File: src/include/hbc_regs.vh
`ifndef HBC_REGS_VH
`define HBC_REGS_VH

// Three-level strap codes
`define HBC_STRAP_PD200 2'h0
`define HBC_STRAP_PU200 2'h1
`define HBC_STRAP_PD10 2'h2

// Raw strap detector results (from analog sense)
`define HBC_DET_PD200 2'h0
`define HBC_DET_PU200 2'h1
`define HBC_DET_PD10 2'h2

// Flash probe
`define HBC_SIG_ADDR 16'hFFFA
`define HBC_EXEC_ADDR 16'h0000
`define HBC_SIG_WORD 32'h32444655
`define HBC_SIG_BYTES 3'h4

// SPI flash commands
`define HBC_CMD_READ 8'h03
`define HBC_CMD_DREAD 8'h3B

// SMBus register that closes host configuration
`define HBC_SOC_DONE_REG 8'hFF

// Timing
`define HBC_CLK_NS 10
`define HBC_PLL_LOCK_NS 1000
`define HBC_PLL_LOCK_CYC ((`HBC_PLL_LOCK_NS + `HBC_CLK_NS - 1) / `HBC_CLK_NS)

`endif

File: src/hw/hbc_strap_decode.v
`timescale 1ns/10ps
`include "hbc_regs.vh"

// Maps a raw three-level detection to a two-bit code
module hbc_strap_decode (
   // Raw detection
   input wire [1:0] det,
   // Decoded code
   output reg [1:0] code
);

   always @* begin
      case (det)
         `HBC_DET_PU200: code = `HBC_STRAP_PU200;
         `HBC_DET_PD10: code = `HBC_STRAP_PD10;
         default: code = `HBC_STRAP_PD200;
      endcase
   end

endmodule

File: src/hw/hbc_flash_probe.v
`timescale 1ns/10ps
`include "hbc_regs.vh"

// Reads the four signature bytes from flash, single or dual bit
module hbc_flash_probe #(
   parameter DIV = 2
) (
   // Clock and reset
   input wire clk,
   input wire rst,
   input wire ce,
   // Control
   input wire start,
   input wire dual,
   input wire cpol,
   output reg done,
   output reg match,
   // Flash pins
   output reg flash_sck,
   output reg flash_cs_n,
   output reg flash_mosi,
   output reg flash_mosi_oe_n,
   input wire flash_miso,
   input wire flash_io1
);

   localparam S_IDLE = 3'h1;
   localparam S_SEND = 3'h2;
   localparam S_RECV = 3'h4;

   reg [2:0] st_q;
   reg [5:0] bit_q;
   reg [31:0] sh_q;
   reg [31:0] rx_q;
   reg [7:0] div_q;
   reg ph_q;
   reg dual_q;
   wire tick = (div_q == DIV - 1);
   wire [6:0] last_send = 7'h27;
   wire [5:0] last_recv = dual_q ? 6'h0F : 6'h1F;
   wire [7:0] cmd_w = dual ? `HBC_CMD_DREAD : `HBC_CMD_READ;

   always @(posedge clk) begin
      if (rst) begin
         st_q <= S_IDLE;
         bit_q <= 6'h00;
         sh_q <= 32'h0000_0000;
         rx_q <= 32'h0000_0000;
         div_q <= 8'h00;
         ph_q <= 1'b0;
         dual_q <= 1'b0;
         done <= 1'b0;
         match <= 1'b0;
         flash_sck <= 1'b0;
         flash_cs_n <= 1'b1;
         flash_mosi <= 1'b0;
         flash_mosi_oe_n <= 1'b1;
      end else if (ce) begin
         done <= 1'b0;
         div_q <= tick ? 8'h00 : div_q + 8'h01;
         case (st_q)
            S_IDLE: begin
               flash_sck <= cpol;
               if (start) begin
                  dual_q <= dual;
                  sh_q <= {cmd_w, 8'h00, `HBC_SIG_ADDR};
                  st_q <= S_SEND;
                  bit_q <= 6'h00;
                  ph_q <= 1'b0;
                  // Park clock low so mode 3 also meets a rising edge first
                  flash_sck <= 1'b0;
                  flash_cs_n <= 1'b0;
                  flash_mosi_oe_n <= 1'b0;
                  flash_mosi <= cmd_w[7];
               end
            end
            S_SEND: if (tick) begin
               // Mode 0 and mode 3: shift on falling, sample on rising
               ph_q <= ~ph_q;
               flash_sck <= ~ph_q ? 1'b1 : 1'b0;
               if (ph_q) begin
                  sh_q <= {sh_q[30:0], 1'b0};
                  flash_mosi <= sh_q[30];
                  if ({1'b0, bit_q} == last_send[6:0] - 7'h08) begin
                     st_q <= S_RECV;
                     bit_q <= 6'h00;
                     flash_mosi_oe_n <= 1'b1;
                  end else begin
                     bit_q <= bit_q + 6'h01;
                  end
               end
            end
            S_RECV: if (tick) begin
               ph_q <= ~ph_q;
               flash_sck <= ~ph_q ? 1'b1 : 1'b0;
               if (~ph_q) begin
                  rx_q <= dual_q ? {rx_q[29:0], flash_io1, flash_miso} : {rx_q[30:0], flash_io1};
               end else if (bit_q == last_recv) begin
                  st_q <= S_IDLE;
                  flash_cs_n <= 1'b1;
                  done <= 1'b1;
                  match <= (rx_q == `HBC_SIG_WORD);
               end else begin
                  bit_q <= bit_q + 6'h01;
               end
            end
            default: st_q <= S_IDLE;
         endcase
      end
   end

endmodule

File: src/hw/hbc_boot_seq.v
`timescale 1ns/10ps
`include "hbc_regs.vh"

// Summary of operation
// [RULE_01] Non-removable strap: 200k down none, 200k up port 1, 10k down ports 1-2.
// [RULE_02] Charging strap: 200k down off, 200k up port 1, 10k down ports 1-2.
// [RULE_03] Reset input low keeps standby: ports high impedance, PLL stopped.
// [RULE_04] Reset input high runs hub mode through the boot stages.
// [RULE_05] Standby disables ports, aborts work, returns all state to defaults.
// [RULE_06] After release: reset logic, lock PLL with valid clock, load defaults, then probe.
// [RULE_07] SPI mode probes signature at 0xFFFA; match runs flash from 0x0000.
// [RULE_08] Without SPI mode the flash probe is skipped for ROM default load.
// [RULE_09] External flash must be 1 Mbit or more and 60 MHz or faster.
// [RULE_10] Flash reads are single or dual bit, in clock mode 0 or 3.
// [RULE_11] Default load takes ROM values, then strap values override them.
// [RULE_12] Strap stage registers mode strap; SMBus goes host config, else merge. The code latches smbus_mode in ST_INIT instead.
// [RULE_13] Host config waits with no timeout until register 0xFF is written.
// [RULE_14] Merge combines ROM, host-written and one-time data and applies it.
// [RULE_15] Idle and suspend without VBUS; with VBUS go charger detect or connect.
// [RULE_16] After charger detect enter connect; attach while VBUS stays high.
// [RULE_17] Normal mode gives full hub operation until the system changes mode.
// [RULE_18] Reset input low from any stage returns to standby.
// [RULE_19] Soft disconnect returns normal mode to connect until it is removed.
// [RULE_20] All strap levels are latched at reset release and used afterwards.
// [RULE_21] Pull-ups on both mode pins select SMBus; neither pull selects SPI.
// [RULE_22] Straps are two-bit codes; unknown detection reads as 200k pull-down.
module hbc_boot_seq #(
   parameter CFG_W = 16,
   parameter SPI_DIV = 2,
   parameter PLL_LOCK_CYC = `HBC_PLL_LOCK_CYC,
   parameter [15:0] ROM_DEFAULT = 16'h0000
) (
   // Clock, reset, enable
   input wire clk,
   input wire rst,
   input wire ce,
   input wire reset_n,
   // Analog strap detections
   input wire [1:0] nonremovable_strap,
   input wire [1:0] charging_strap,
   input wire mode_do_pullup,
   input wire mode_clk_pullup,
   // Clock health and flash options
   input wire clk_valid,
   input wire pll_locked,
   input wire flash_dual,
   input wire flash_cpol,
   // Host configuration over SMBus and one-time data
   input wire soc_wr,
   input wire [7:0] soc_addr,
   input wire [CFG_W-1:0] soc_data,
   input wire [CFG_W-1:0] otp_data,
   input wire otp_valid,
   // Bus and USB status
   input wire vbus,
   input wire charger_detect_done,
   input wire usb_configured,
   input wire soft_disconnect,
   // Flash pins
   output wire flash_sck,
   output wire flash_cs_n,
   output wire flash_mosi,
   output wire flash_mosi_oe_n,
   input wire flash_miso,
   input wire flash_io1,
   // Status outputs
   output reg pll_enable,
   output reg ports_hiz,
   output reg [1:0] nonremovable_code,
   output reg [1:0] charging_code,
   output reg [1:0] nonremovable_ports,
   output reg [1:0] charging_ports,
   output reg smbus_mode,
   output reg exec_external,
   output reg [15:0] exec_addr,
   output reg [CFG_W-1:0] final_cfg,
   output reg cfg_applied,
   output reg suspend,
   output reg charger_detect_stage,
   output reg usb_attach,
   output reg normal_mode,
   output reg [10:0] stage
);

   // ==========================================
   // Stage encodings
   localparam ST_STANDBY = 11'h001;
   localparam ST_INIT = 11'h002;
   localparam ST_PROBE = 11'h004;
   localparam ST_CFG_RD = 11'h008;
   localparam ST_STRAP = 11'h010;
   localparam ST_SOC = 11'h020;
   localparam ST_MERGE = 11'h040;
   localparam ST_IDLE = 11'h080;
   localparam ST_CHARGER_DETECT_STAGE = 11'h100;
   localparam ST_CONNECT = 11'h200;
   localparam ST_NORMAL = 11'h400;

   // ==========================================
   // Strap decoding
   wire [1:0] nr_dec;
   wire [1:0] bc_dec;

   hbc_strap_decode u_nr (
      .det(nonremovable_strap),
      .code(nr_dec)
   ); // see [RULE_22]

   hbc_strap_decode u_bc (
      .det(charging_strap),
      .code(bc_dec)
   ); // see [RULE_22]

   function [1:0] ports_of;
      input [1:0] c;
      begin
         case (c)
            `HBC_STRAP_PU200: ports_of = 2'h1;
            `HBC_STRAP_PD10: ports_of = 2'h3;
            default: ports_of = 2'h0;
         endcase
      end
   endfunction

   // ==========================================
   // Flash probe
   reg probe_start_q;
   wire probe_done;
   wire probe_match;

   hbc_flash_probe #(
      .DIV(SPI_DIV)
   ) u_probe (
      .clk(clk),
      .rst(rst | ~reset_n),
      .ce(ce),
      .start(probe_start_q),
      .dual(flash_dual),
      .cpol(flash_cpol),
      .done(probe_done),
      .match(probe_match),
      .flash_sck(flash_sck),
      .flash_cs_n(flash_cs_n),
      .flash_mosi(flash_mosi),
      .flash_mosi_oe_n(flash_mosi_oe_n),
      .flash_miso(flash_miso),
      .flash_io1(flash_io1)
   ); // see [RULE_10]

   // ==========================================
   // Sequencer
   reg [15:0] lock_q;
   reg [CFG_W-1:0] base_cfg_q;
   reg [CFG_W-1:0] soc_cfg_q;
   reg [CFG_W-1:0] soc_mask_q;
   reg latched_q;
   wire bc_on = (charging_code != `HBC_STRAP_PD200);

   always @(posedge clk) begin
      if (rst || !reset_n) begin
         // Standby wipes everything back to defaults
         stage <= ST_STANDBY; // see [RULE_03] see [RULE_18]
         pll_enable <= 1'b0;
         ports_hiz <= 1'b1; // see [RULE_05]
         nonremovable_code <= `HBC_STRAP_PD200;
         charging_code <= `HBC_STRAP_PD200;
         nonremovable_ports <= 2'h0;
         charging_ports <= 2'h0;
         smbus_mode <= 1'b0;
         exec_external <= 1'b0;
         exec_addr <= 16'h0000;
         final_cfg <= {CFG_W{1'b0}};
         cfg_applied <= 1'b0;
         suspend <= 1'b0;
         charger_detect_stage <= 1'b0;
         usb_attach <= 1'b0;
         normal_mode <= 1'b0;
         lock_q <= 16'h0000;
         base_cfg_q <= {CFG_W{1'b0}};
         soc_cfg_q <= {CFG_W{1'b0}};
         soc_mask_q <= {CFG_W{1'b0}};
         latched_q <= 1'b0;
         probe_start_q <= 1'b0;
      end else if (ce) begin
         probe_start_q <= 1'b0;
         case (stage)
            ST_STANDBY: begin
               stage <= ST_INIT; // see [RULE_04]
            end
            ST_INIT: begin
               if (!latched_q) begin
                  // Straps captured once, right after release
                  latched_q <= 1'b1;
                  nonremovable_code <= nr_dec; // see [RULE_20] see [RULE_01]
                  charging_code <= bc_dec; // see [RULE_20] see [RULE_02]
                  smbus_mode <= mode_do_pullup & mode_clk_pullup; // see [RULE_21]
                  base_cfg_q <= ROM_DEFAULT[CFG_W-1:0];
               end
               pll_enable <= clk_valid; // see [RULE_06]
               if (clk_valid && pll_locked && lock_q >= PLL_LOCK_CYC[15:0]) begin
                  if (!smbus_mode) begin
                     stage <= ST_PROBE;
                     probe_start_q <= 1'b1; // see [RULE_07]
                  end else begin
                     stage <= ST_CFG_RD; // see [RULE_08]
                  end
               end else if (clk_valid) begin
                  lock_q <= lock_q + 16'h0001;
               end
            end
            ST_PROBE: begin
               if (probe_done) begin
                  if (probe_match) begin
                     exec_external <= 1'b1; // see [RULE_07]
                     exec_addr <= `HBC_EXEC_ADDR;
                  end
                  stage <= ST_CFG_RD;
               end
            end
            ST_CFG_RD: begin
               // Strap override of ROM defaults
               nonremovable_ports <= ports_of(nonremovable_code); // see [RULE_11]
               charging_ports <= ports_of(charging_code); // see [RULE_11]
               stage <= ST_STRAP;
            end
            ST_STRAP: begin
               stage <= smbus_mode ? ST_SOC : ST_MERGE; // see [RULE_12]
            end
            ST_SOC: begin
               // No timeout by design
               if (soc_wr) begin
                  if (soc_addr == `HBC_SOC_DONE_REG) begin
                     stage <= ST_MERGE; // see [RULE_13]
                  end else begin
                     soc_cfg_q <= soc_data;
                     soc_mask_q <= {CFG_W{1'b1}};
                  end
               end
            end
            ST_MERGE: begin
               // Host values beat ROM, one-time data layered on top
               final_cfg <= ((base_cfg_q & ~soc_mask_q) | (soc_cfg_q & soc_mask_q))
                  | (otp_valid ? otp_data : {CFG_W{1'b0}}); // see [RULE_14]
               cfg_applied <= 1'b1;
               ports_hiz <= 1'b0;
               stage <= ST_IDLE;
            end
            ST_IDLE: begin
               suspend <= ~vbus; // see [RULE_15]
               if (vbus) begin
                  if (bc_on) begin
                     stage <= ST_CHARGER_DETECT_STAGE;
                     charger_detect_stage <= 1'b1;
                  end else begin
                     stage <= ST_CONNECT;
                  end
               end
            end
            ST_CHARGER_DETECT_STAGE: begin
               if (charger_detect_done) begin
                  charger_detect_stage <= 1'b0;
                  stage <= ST_CONNECT; // see [RULE_16]
               end
            end
            ST_CONNECT: begin
               usb_attach <= vbus & ~soft_disconnect; // see [RULE_16]
               if (!vbus) begin
                  stage <= ST_IDLE;
               end else if (usb_configured && !soft_disconnect) begin
                  stage <= ST_NORMAL;
                  normal_mode <= 1'b1;
               end
            end
            ST_NORMAL: begin
               if (soft_disconnect || !vbus) begin
                  normal_mode <= 1'b0; // see [RULE_19]
                  usb_attach <= 1'b0;
                  stage <= vbus ? ST_CONNECT : ST_IDLE;
               end // see [RULE_17]
            end
            default: stage <= ST_STANDBY;
         endcase
      end
   end

endmodule

File: config.mk
export PLATFORM = sky130hd
export DESIGN_NAME = hbc_boot_seq
export DESIGN_NICKNAME = d
export VERILOG_FILES = /design/src/hw/hbc_strap_decode.v /design/src/hw/hbc_flash_probe.v /design/src/hw/hbc_boot_seq.v
export VERILOG_INCLUDE_DIRS = /design/src /design/src/include
export SDC_FILE = /design/constraint.sdc
export NUM_CORES = 1
export LEC_CHECK = 0
export ABC_AREA = 1
export BUFFER_PORTS_ARGS = -buffer_cell sky130_fd_sc_hd__buf_2
export CORE_AREA = 2 2 123 125
export CTS_CLUSTER_DIAMETER = 60
export DETAILED_ROUTE_END_ITERATION = 10
export DIE_AREA = 0 0 125 127
export GPL_TIMING_DRIVEN = 0
export PLACE_DENSITY = 0.79
export REMOVE_ABC_BUFFERS = 1
export SLEW_MARGIN = 10
export SYNTH_ARGS = -nofsm -noshare
export SYNTH_HDL_FRONTEND = slang
export SYNTH_SLANG_ARGS = --single-unit
File: constraint.sdc
create_clock -name clk -period 2.2 [get_ports clk]
set_clock_uncertainty 0.15 [all_clocks]
set_input_delay 0.22 -clock clk [delete_from_list [all_inputs] [get_ports clk]]
set_output_delay 0.22 -clock clk [all_outputs]
set_load 0.02 [all_outputs]
Yosys cells after proc, flatten, opt, wreduce, memory -nomap -nowiden
Cells that the tools add are included.
{"block": "word_totals", "regBits": 167, "out_inout_bits": 64}
{"block": "classes", "addsub": 3, "magnitude_cmp": 1, "n_eq_ne": 47, "mux": 78, "n_bitwise": 12, "reduce_logical": 38}
{"cell": "$pmux W11 S11", "n": 1}
{"cell": "$mux W11", "n": 9}
{"cell": "$mux W31", "n": 3}
{"cell": "$pmux W31 S2", "n": 1}
{"cell": "$mux W6", "n": 8}
{"cell": "$eq A32 B30 Y1 const B", "n": 1}
{"cell": "$mux W32", "n": 1}
{"cell": "$mux W1", "n": 27}
{"cell": "$ne A2 B2 Y1 const B", "n": 11}
{"cell": "$mux W3", "n": 7}
{"cell": "$mux W10", "n": 2}
{"cell": "$reduce_and A4 Y1", "n": 5}
{"cell": "$reduce_and A5 Y1", "n": 4}
{"cell": "$pmux W6 S3", "n": 1}
{"cell": "$add A16 B1 Y16 const B", "n": 1}
{"cell": "$and A16 B16 Y16", "n": 1}
{"cell": "$ge A16 B7 Y1 const B", "n": 1}
{"cell": "$mux W16", "n": 1}
{"cell": "$ne A2 B1 Y1 const B", "n": 8}
{"cell": "$or A16 B16 Y16", "n": 1}
{"cell": "$pmux W1 S2", "n": 8}
{"cell": "$pmux W2 S2", "n": 4}
{"cell": "$reduce_and A8 Y1", "n": 2}
{"cell": "$reduce_and A3 Y1", "n": 4}
{"cell": "40 further kinds", "n": 67}

Longest topological paths before layout
Gate-level depths: netlist of the first run.
{"block": "depth", "depth_word": 6, "ltp_mapped": 12, "ltp_nobuf": 12}

Cells and area by module
From an unflattened synthesis of the first run, not the netlist that was laid out.
{"block": "unflattened", "cells_unflattened": 1189, "hier_area_um2": 8235.4}
{"mod": "hbc_flash_probe", "n_inst": 1, "cells_each": 581, "area_per_inst_um2": 4144.0, "seq_area_each_um2": 1741.7}
{"mod": "hbc_boot_seq", "n_inst": 1, "cells_each": 600, "area_per_inst_um2": 4061.4, "seq_area_each_um2": 1581.5}
{"mod": "hbc_strap_decode", "n_inst": 2, "cells_each": 4, "area_per_inst_um2": 15.0, "seq_area_each_um2": 0.0}

Worst setup path before layout of the first run
OpenSTA, ideal clock, no wires.
{"block": "synth_timing", "path_type": "register -> register", "from": "register stage[2]", "to": "register soc_cfg_q[5]", "setup_ns": 0.116, "arrival_time_ns": 1.531, "t_required_ns": 1.934, "slack_ns": 0.404, "path_stages_with_launch": 10, "path_buffers": 1, "synth_period_minus_slack_ns": 1.796, "cell_sequence": "dfxtp_1 nor2_2 nand2_2 nor2_8 nand3_2 nor3_4 inv_2 buf_6 nor2_1 nor2_1"}
{"block": "synth_between", "elab_chain_len": 2}
{"element": "start: declaration", "line": "hbc_boot_seq.v:82", "text": "output reg [10:0] stage"}
{"element": "start signal: assignment", "line": "hbc_boot_seq.v:227", "text": "stage <= smbus_mode ? ST_SOC : ST_MERGE;"}
{"element": "start signal: assignment", "line": "hbc_boot_seq.v:278", "text": "stage <= vbus ? ST_CONNECT : ST_IDLE;"}
{"element": "$eq A11 B6 Y1", "line": "hbc_boot_seq.v:186", "text": "case (stage)"}
{"element": "$reduce_and A4 Y1 (no source line)"}
{"element": "end signal: assignment", "line": "hbc_boot_seq.v:180", "text": "soc_cfg_q <= {CFG_W{1'b0}};"}
{"element": "end signal: assignment", "line": "hbc_boot_seq.v:235", "text": "soc_cfg_q <= soc_data;"}
{"element": "end: declaration", "line": "hbc_boot_seq.v:154", "text": "reg [CFG_W-1:0] soc_cfg_q;"}
Every way passes these cells.
A chain may end at the register's enable or synchronous reset.

Worst setup path in the final report of the first run
{"block": "layout_timing", "from": "register stage[0]", "to": "register soc_cfg_q[10]"}
The elaborated chain is that of the path after synthesis.

==> results.py, run 1 <==
metrics = {
    "synth": {
        "ys_types": 40,
        "postSynthAreaPerCell_um2": 6.81,
        "yosysWarnings": 0,
        "syn_area_mm2": 0.00809,
        "ys_seq_area_frac": 0.411,
        "syn_inst": 1189,
        "ys_ff_latch": 166,
    },
    "placement": {
        "dpl_cell_area_mm2": 0.00867,
        "routabilityCongestion": 0.858,
        "port_buffers": 109,
        "dpl.hpwl_um": 12000,
    },
    "routing": {
        "num_vias": 7950,
        "postRouteAntennaNets": 0,
        "drt_pass1_iterations": 6,
        "post_drt_via_cell_ratio": 5.24,
        "wl_per_cell_um": 12.9,
        "drt-total-wl_um": 19500,
        "drc_errors": 0,
        "drt_iter0_drc": 674,
    },
    "setup_path": {
        "worstRegToRegCells": 8,
        "critical_path_required_ns": 2.40,
        "cpMaxStageDelayCell": "dfxtp_1",
        "critPathCaptureType": "flip-flop",
        "arrival_ns": 2.24,
        "reg2reg_slack_ns": 0.16,
        "path_class": "reg -> reg",
        "crit_fanout": 16,
        "crit_chain": "nor2_2 > nand2_2 > nor2_8 > nand3_2 > nor3_4 > buf_4 > o21ai_1 > nor2_1",
        "crit_path_max_incr_delay_ns": 0.36,
        "cp-start-kind": "flip-flop",
    },
    "global_route": {
        "grt_max_degree": 45,
        "grt_pass1_vias": 7175,
        "antenna_found_initial": 0,
        "grt_pass1_wl_um": 31900,
        "track_usage": 0.240,
        "overflow": 0,
    },
    "clock_tree": {
        "clock_path_buffers": 2,
        "root_buffer": "clkbuf_16",
        "htreeDepth": 4,
        "clk_latency_ns": 0.43,
        "cts_buffers": 17,
        "clock-sinks": 166,
        "cts_tree": "yes",
        "path_clk_slew_ns": 0.07,
    },
    "cells_and_area": {
        "final_cell_mix": "272 x nand2_1, 165 x dfxtp_1, 137 x nor2_1",
        "antennaDiodeCount": 0,
        "post-route-cell-area_mm2": 0.00988,
        "mostFrequentLayoutCell": "nand2_1",
        "synthToLayoutAreaGrowth_pct": 22.1,
        "drive_gt1_frac": 0.157,
        "nNetsFinal": 1391,
    },
    "power_and_ir_drop": {
        "powerDensity_mw_per_mm2": 696,
        "seqPwrFrac": 0.442,
        "p_leak_uw": 0.00397,
        "clkPwrFrac": 0.495,
        "internal_power_uw": 5380,
        "p_switching_uw": 1510,
        "swShare": 0.219,
        "vdd_drop_max_v": 0.000500,
        "power_frac_comb": 0.063,
    },
    "floorplanning": {
        "rows": 44,
        "initial_core_util": 0.561,
        "io_pins": 126,
        "dieArea_mm2": 0.0159,
        "die_w_um": 125,
        "die_height_um": 127,
        "core_area_mm2": 0.0144,
    },
    "run_status": {
        "status": "finished, final reports clean",
    },
    "sta": {
        "grt_setup_unrepaired": "false",
        "post-route-period-util": 0.927,
        "setup_tns_ns": 0,
        "period_minus_slack_ns": 2.04,
        "timing.fmax_mhz": 490,
        "worstMarginPinSlew_ns": 0.840,
        "hold_viol_final": 0,
        "setup_violations": 0,
        "relSlewSlack": 0.439,
        "slew_viol_final": 0,
    },
    "job": {
        "cap_violations": 0,
    },
    "worst_hold_path": {
        "hold_class": "in -> reg",
        "hold_depth": 5,
    },
}
==> registers in the layout (all words and copies together), names as in the netlist, 2 cells and up <==
signal,cells
soc_cfg_q,16
lock_q,16
u_probe.st_q,3
nonremovable_ports,2
final_cfg,16
u_probe.bit_q,6
charging_ports,2
charging_code,2
u_probe.rx_q,32
u_probe.sh_q,30
stage,11
nonremovable_code,2
u_probe.div_q,8
==> cell usage after synthesis, drive strengths merged <==
library cell / instances / area (um^2)
nand3: 69 / 378
clkinv: 1 / 3.75
buf: 39 / 249
and2: 2 / 12.5
xor2: 7 / 61.3
ha: 8 / 100
clkbuf: 28 / 105
nand4: 9 / 56.3
nor2: 153 / 643
or2: 1 / 6.26
a21oi: 99 / 495
o21ai: 122 / 611
nand3b: 2 / 15.0
conb: 1 / 3.75
nor3: 23 / 143
a211oi: 4 / 30.0
a31oi: 19 / 119
inv: 135 / 507
nor3b: 3 / 22.5
dfxtp: 166 / 3320
o21a: 2 / 15.0
nand2: 282 / 1080
o211ai: 2 / 15.0
xnor2: 3 / 26.3
nor4: 9 / 71.3
==> path summary, 6_finish.rpt <==
path	to	from
setup / recovery	soc_cfg_q[10]$_SDFFE_PP0P_	stage[0]$_SDFFE_PP1P_
hold / removal	u_probe.rx_q[0]$_SDFFE_PP0P_	flash_miso
setup reg to reg	soc_cfg_q[10]$_SDFFE_PP0P_	stage[0]$_SDFFE_PP1P_
hold reg to reg	charging_ports[0]$_SDFFE_PP0P_	charging_ports[0]$_SDFFE_PP0P_
==> what timing repair did <==
item	CTS	global route
pin swaps	3	3
hold buffers	40	0
buffers inserted	5	4
cloned	1	1
hold endpoints to repair	37	0
endpoints found under the setup margin	101	74
gates resized for setup	7	7
==> per-stage QoR <==
| stage | setup slack (ns) | power (uW) | util | hold slack, ns | instances |
|---|---|---|---|---|---|
| after global routing | 0.000871 | 7110 | 0.685 | 0.00870 | 1517 |
| after floorplan | -3.85 | 3340 | - | 0.166 | 1137 |
| after global placement | -7.75 | 3470 | 0.594 | 0.278 | 1430 |
| final | 0.160 | 6880 | 0.685 | 0.0128 | 1517 |
| after CTS | 0.00463 | 6910 | 0.682 | 0.00408 | 1512 |
| after detailed placement | -1.06 | 3470 | 0.601 | 0.282 | 1435 |
==> final cells by class <==
type	count	area (um^2)
Fill cell	1159	4540
Clock buffer	19	453
Inverter	136	514
Tap cell	184	230
Clock inverter	12	224
Sequential cell	166	3330
Timing Repair Buffer	163	1120
Multi-Input combinational cell	837	4020
==> power groups by stage <==
stage | logic [uW] | clock network (uW) | registers [uW]
2_1_floorplan | 223 | 0 | 3120
3_3_place_gp | 363 | 0 | 3110
3_5_place_dp | 363 | 0 | 3110
4_1_cts | 423 | 3450 | 3040
5_1_grt | 479 | 3590 | 3040
6_report | 435 | 3410 | 3040
==> routing by layer <==
metal / vias up / global-route usage / part of all wire
met5: - / 0 / 0
met4: 0 / 0.0830 / 0.014
met3: 27 / 0.0553 / 0.059
met2: 260 / 0.413 / 0.48
met1: 3584 / 0.297 / 0.44
li1: 4079 / - / -
==> cell families (layout without fill, tap and decap cells) <==
logic type,count (synthesis),in the layout,share of synthesized area
other cells,1,16,0.000463
xor+xnor,10,10,0.0108
buf+inv,203,330,0.107
simple gates,553,555,0.300
fa+ha+maj,8,8,0.0124
flops,166,166,0.411
compound gates,248,248,0.159
==> critical path: cells and delay by family, from the launching register on <==
kind                   cells  cell delay, ns
and+or+nand+nor            6            1.08
DFF                        1            0.36
AOI/OAI and AO/OA          1            0.08
buffers and inverters      1            0.28
Note: power is estimated with default switching activity, not from simulation.
==> run 2: changes to the inputs <==
- MAX_ROUTING_LAYER: default -> met4
==> run 2 against run 1 <==
  * Fmax is essentially flat
  * First-iteration DRC count is 9.8% higher
  * Sequential power hardly changed
  * Largest cell class unchanged
  * Largest power group unchanged
==> results.py, run 2 (same netlist as run 1, synthesis figures left out) <==
metrics = {
    "cells_and_area": {
        "reg.largest.list": "u_probe.rx_q (32), u_probe.sh_q (30)",
        "largest_reg_flops": 32,
        "synthToLayoutAreaGrowth_pct": 22.4,
        "mostFrequentLayoutCell": "nand2_1",
        "antennaDiodeCount": 0,
        "final_cell_mix": "272 x nand2_1, 165 x dfxtp_1, 137 x nor2_1",
        "drive_gt1_frac": 0.158,
        "top_register": "u_probe.rx_q",
        "post-route-cell-area_mm2": 0.00991,
        "nNetsFinal": 1393,
    },
    "run_status": {
        "status": "finished, final reports clean",
    },
    "power_and_ir_drop": {
        "powerDensity_mw_per_mm2": 696,
        "p_switching_uw": 1510,
        "internal_power_uw": 5380,
        "power_uw": 6890,
        "swShare": 0.220,
        "p_leak_uw": 0.00398,
        "clkPwrFrac": 0.496,
        "seqPwrFrac": 0.441,
        "power_frac_comb": 0.063,
        "vdd_drop_max_v": 0.000502,
    },
    "global_route": {
        "busiest_layer": "met2",
        "track_usage": 0.247,
        "overflow": 0,
        "met1_usage": 0.298,
        "antenna_found_initial": 0,
        "grt_pass1_vias": 7176,
        "grt_pass1_wl_um": 31900,
        "grt_max_degree": 45,
        "grtUsageMet2": 0.413,
        "use_met3": 0.0540,
    },
    "sta": {
        "hold_viol_final": 0,
        "setup_slack_ns": 0.162,
        "worstMarginPinSlew_ns": 0.841,
        "whs_ns": 0.0109,
        "slew_viol_final": 0,
        "grt_setup_unrepaired": "false",
        "setup_violations": 0,
        "post-route-period-util": 0.927,
        "period_minus_slack_ns": 2.04,
        "relSlewSlack": 0.439,
        "timing.fmax_mhz": 491,
    },
    "floorplanning": {
        "core_area_mm2": 0.0144,
        "rows": 44,
        "die_w_um": 125,
        "die_height_um": 127,
        "dieArea_mm2": 0.0159,
        "io_pins": 126,
        "initial_core_util": 0.561,
    },
    "routing": {
        "post_drt_via_cell_ratio": 5.22,
        "drt_iter0_drc": 740,
        "wl_per_cell_um": 12.9,
        "num_vias": 7928,
        "postRouteAntennaNets": 0,
        "drt_pass1_iterations": 5,
        "drt-total-wl_um": 19500,
        "drc_errors": 0,
    },
    "clock_tree": {
        "root_buffer": "clkbuf_16",
        "clock_path_buffers": 2,
        "cts_tree": "yes",
        "path_clk_slew_ns": 0.07,
        "cts_buffers": 17,
        "htreeDepth": 4,
        "clk_latency_ns": 0.43,
        "clock-sinks": 166,
    },
    "job": {
        "cap_violations": 0,
    },
    "setup_path": {
        "cp-start-kind": "flip-flop",
        "crit_fanout": 16,
        "arrival_ns": 2.24,
        "worstRegToRegCells": 8,
        "path_class": "reg -> reg",
        "critical_path_required_ns": 2.40,
        "critPathCaptureType": "flip-flop",
    },
    "placement": {
        "port_buffers": 109,
        "routabilityCongestion": 0.872,
        "dpl.hpwl_um": 12000,
        "dp_slack_ns": -1.06,
        "dpl_cell_area_mm2": 0.00867,
    },
    "worst_hold_path": {
        "hold_class": "in -> reg",
        "hold_depth": 3,
    },
}
==> run 2: changes by cell type in the layout (fill, tap and decap cells not counted) <==
| cell | before | now |
|---|---|---|
| nand2_4 | 2 | 1 |
| nand2_8 | 0 | 1 |
| buf_4 | 7 | 9 |
==> run 2: what timing repair did <==
item	in CTS	in global routing
hold buffers	40	0
pin swaps	3	4
cloned	1	1
setup endpoints to repair	101	74
resized for setup	7	8
setup buffers	5	6
endpoints found under the hold margin	37	0
==> run 2: worst max-delay path: stages (launching register included) <==
cell,delay [ns]
dfxtp_1,0.36
nor2_2,0.17
nand2_2,0.15
nor2_8,0.16
nand3_2,0.13
nor3_4,0.32
buf_4,0.28
o21ai_1,0.08
nor2_1,0.15
==> run 2: area by class of cell <==
type                            instances  area, um^2
Fill cell                            1153        4520
Multi-Input combinational cell        837        4030
Sequential cell                       166        3330
Timing Repair Buffer                  165        1130
Inverter                              136         514
Clock buffer                           19         453
Tap cell                              184         230
Clock inverter                         12         224
==> run 2: worst paths after layout <==
kind                                                startpoint                              to  slack (ns)
worst min register to register  charging_ports[1]$_SDFFE_PP0P_  charging_ports[1]$_SDFFE_PP0P_        0.29
worst max register to register           stage[0]$_SDFFE_PP1P_      soc_cfg_q[10]$_SDFFE_PP0P_        0.16
worst max-delay path                     stage[0]$_SDFFE_PP1P_      soc_cfg_q[10]$_SDFFE_PP0P_        0.16
worst min-delay path                                flash_dual     u_probe.dual_q$_SDFFE_PP0P_        0.01
==> run 2: layer usage <==
layer / vias to the layer above / share of wire
li1: 4084 / -
met1: 3571 / 0.45
met2: 236 / 0.48
met3: 37 / 0.054
met4: 0 / 0.017
met5: - / 0
==> run 2: per-stage QoR <==
step / std cells / setup TNS (ns) / utilization
after floorplan: 1137 / -367.00 / -
after global placement: 1430 / -829.93 / 0.594
after detailed placement: 1435 / -53.96 / 0.601
after CTS: 1512 / 0 / 0.682
after global routing: 1519 / 0 / 0.687
final: 1519 / 0 / 0.687
==> run 2: power groups by stage <==
stage,Clock (uW),Sequential (uW),Combinational (uW)
6_report,3420,3040,437
5_1_grt,3590,3040,482
4_1_cts,3450,3040,423
3_5_place_dp,0,3110,363
3_3_place_gp,0,3110,363
2_1_floorplan,0,3120,223
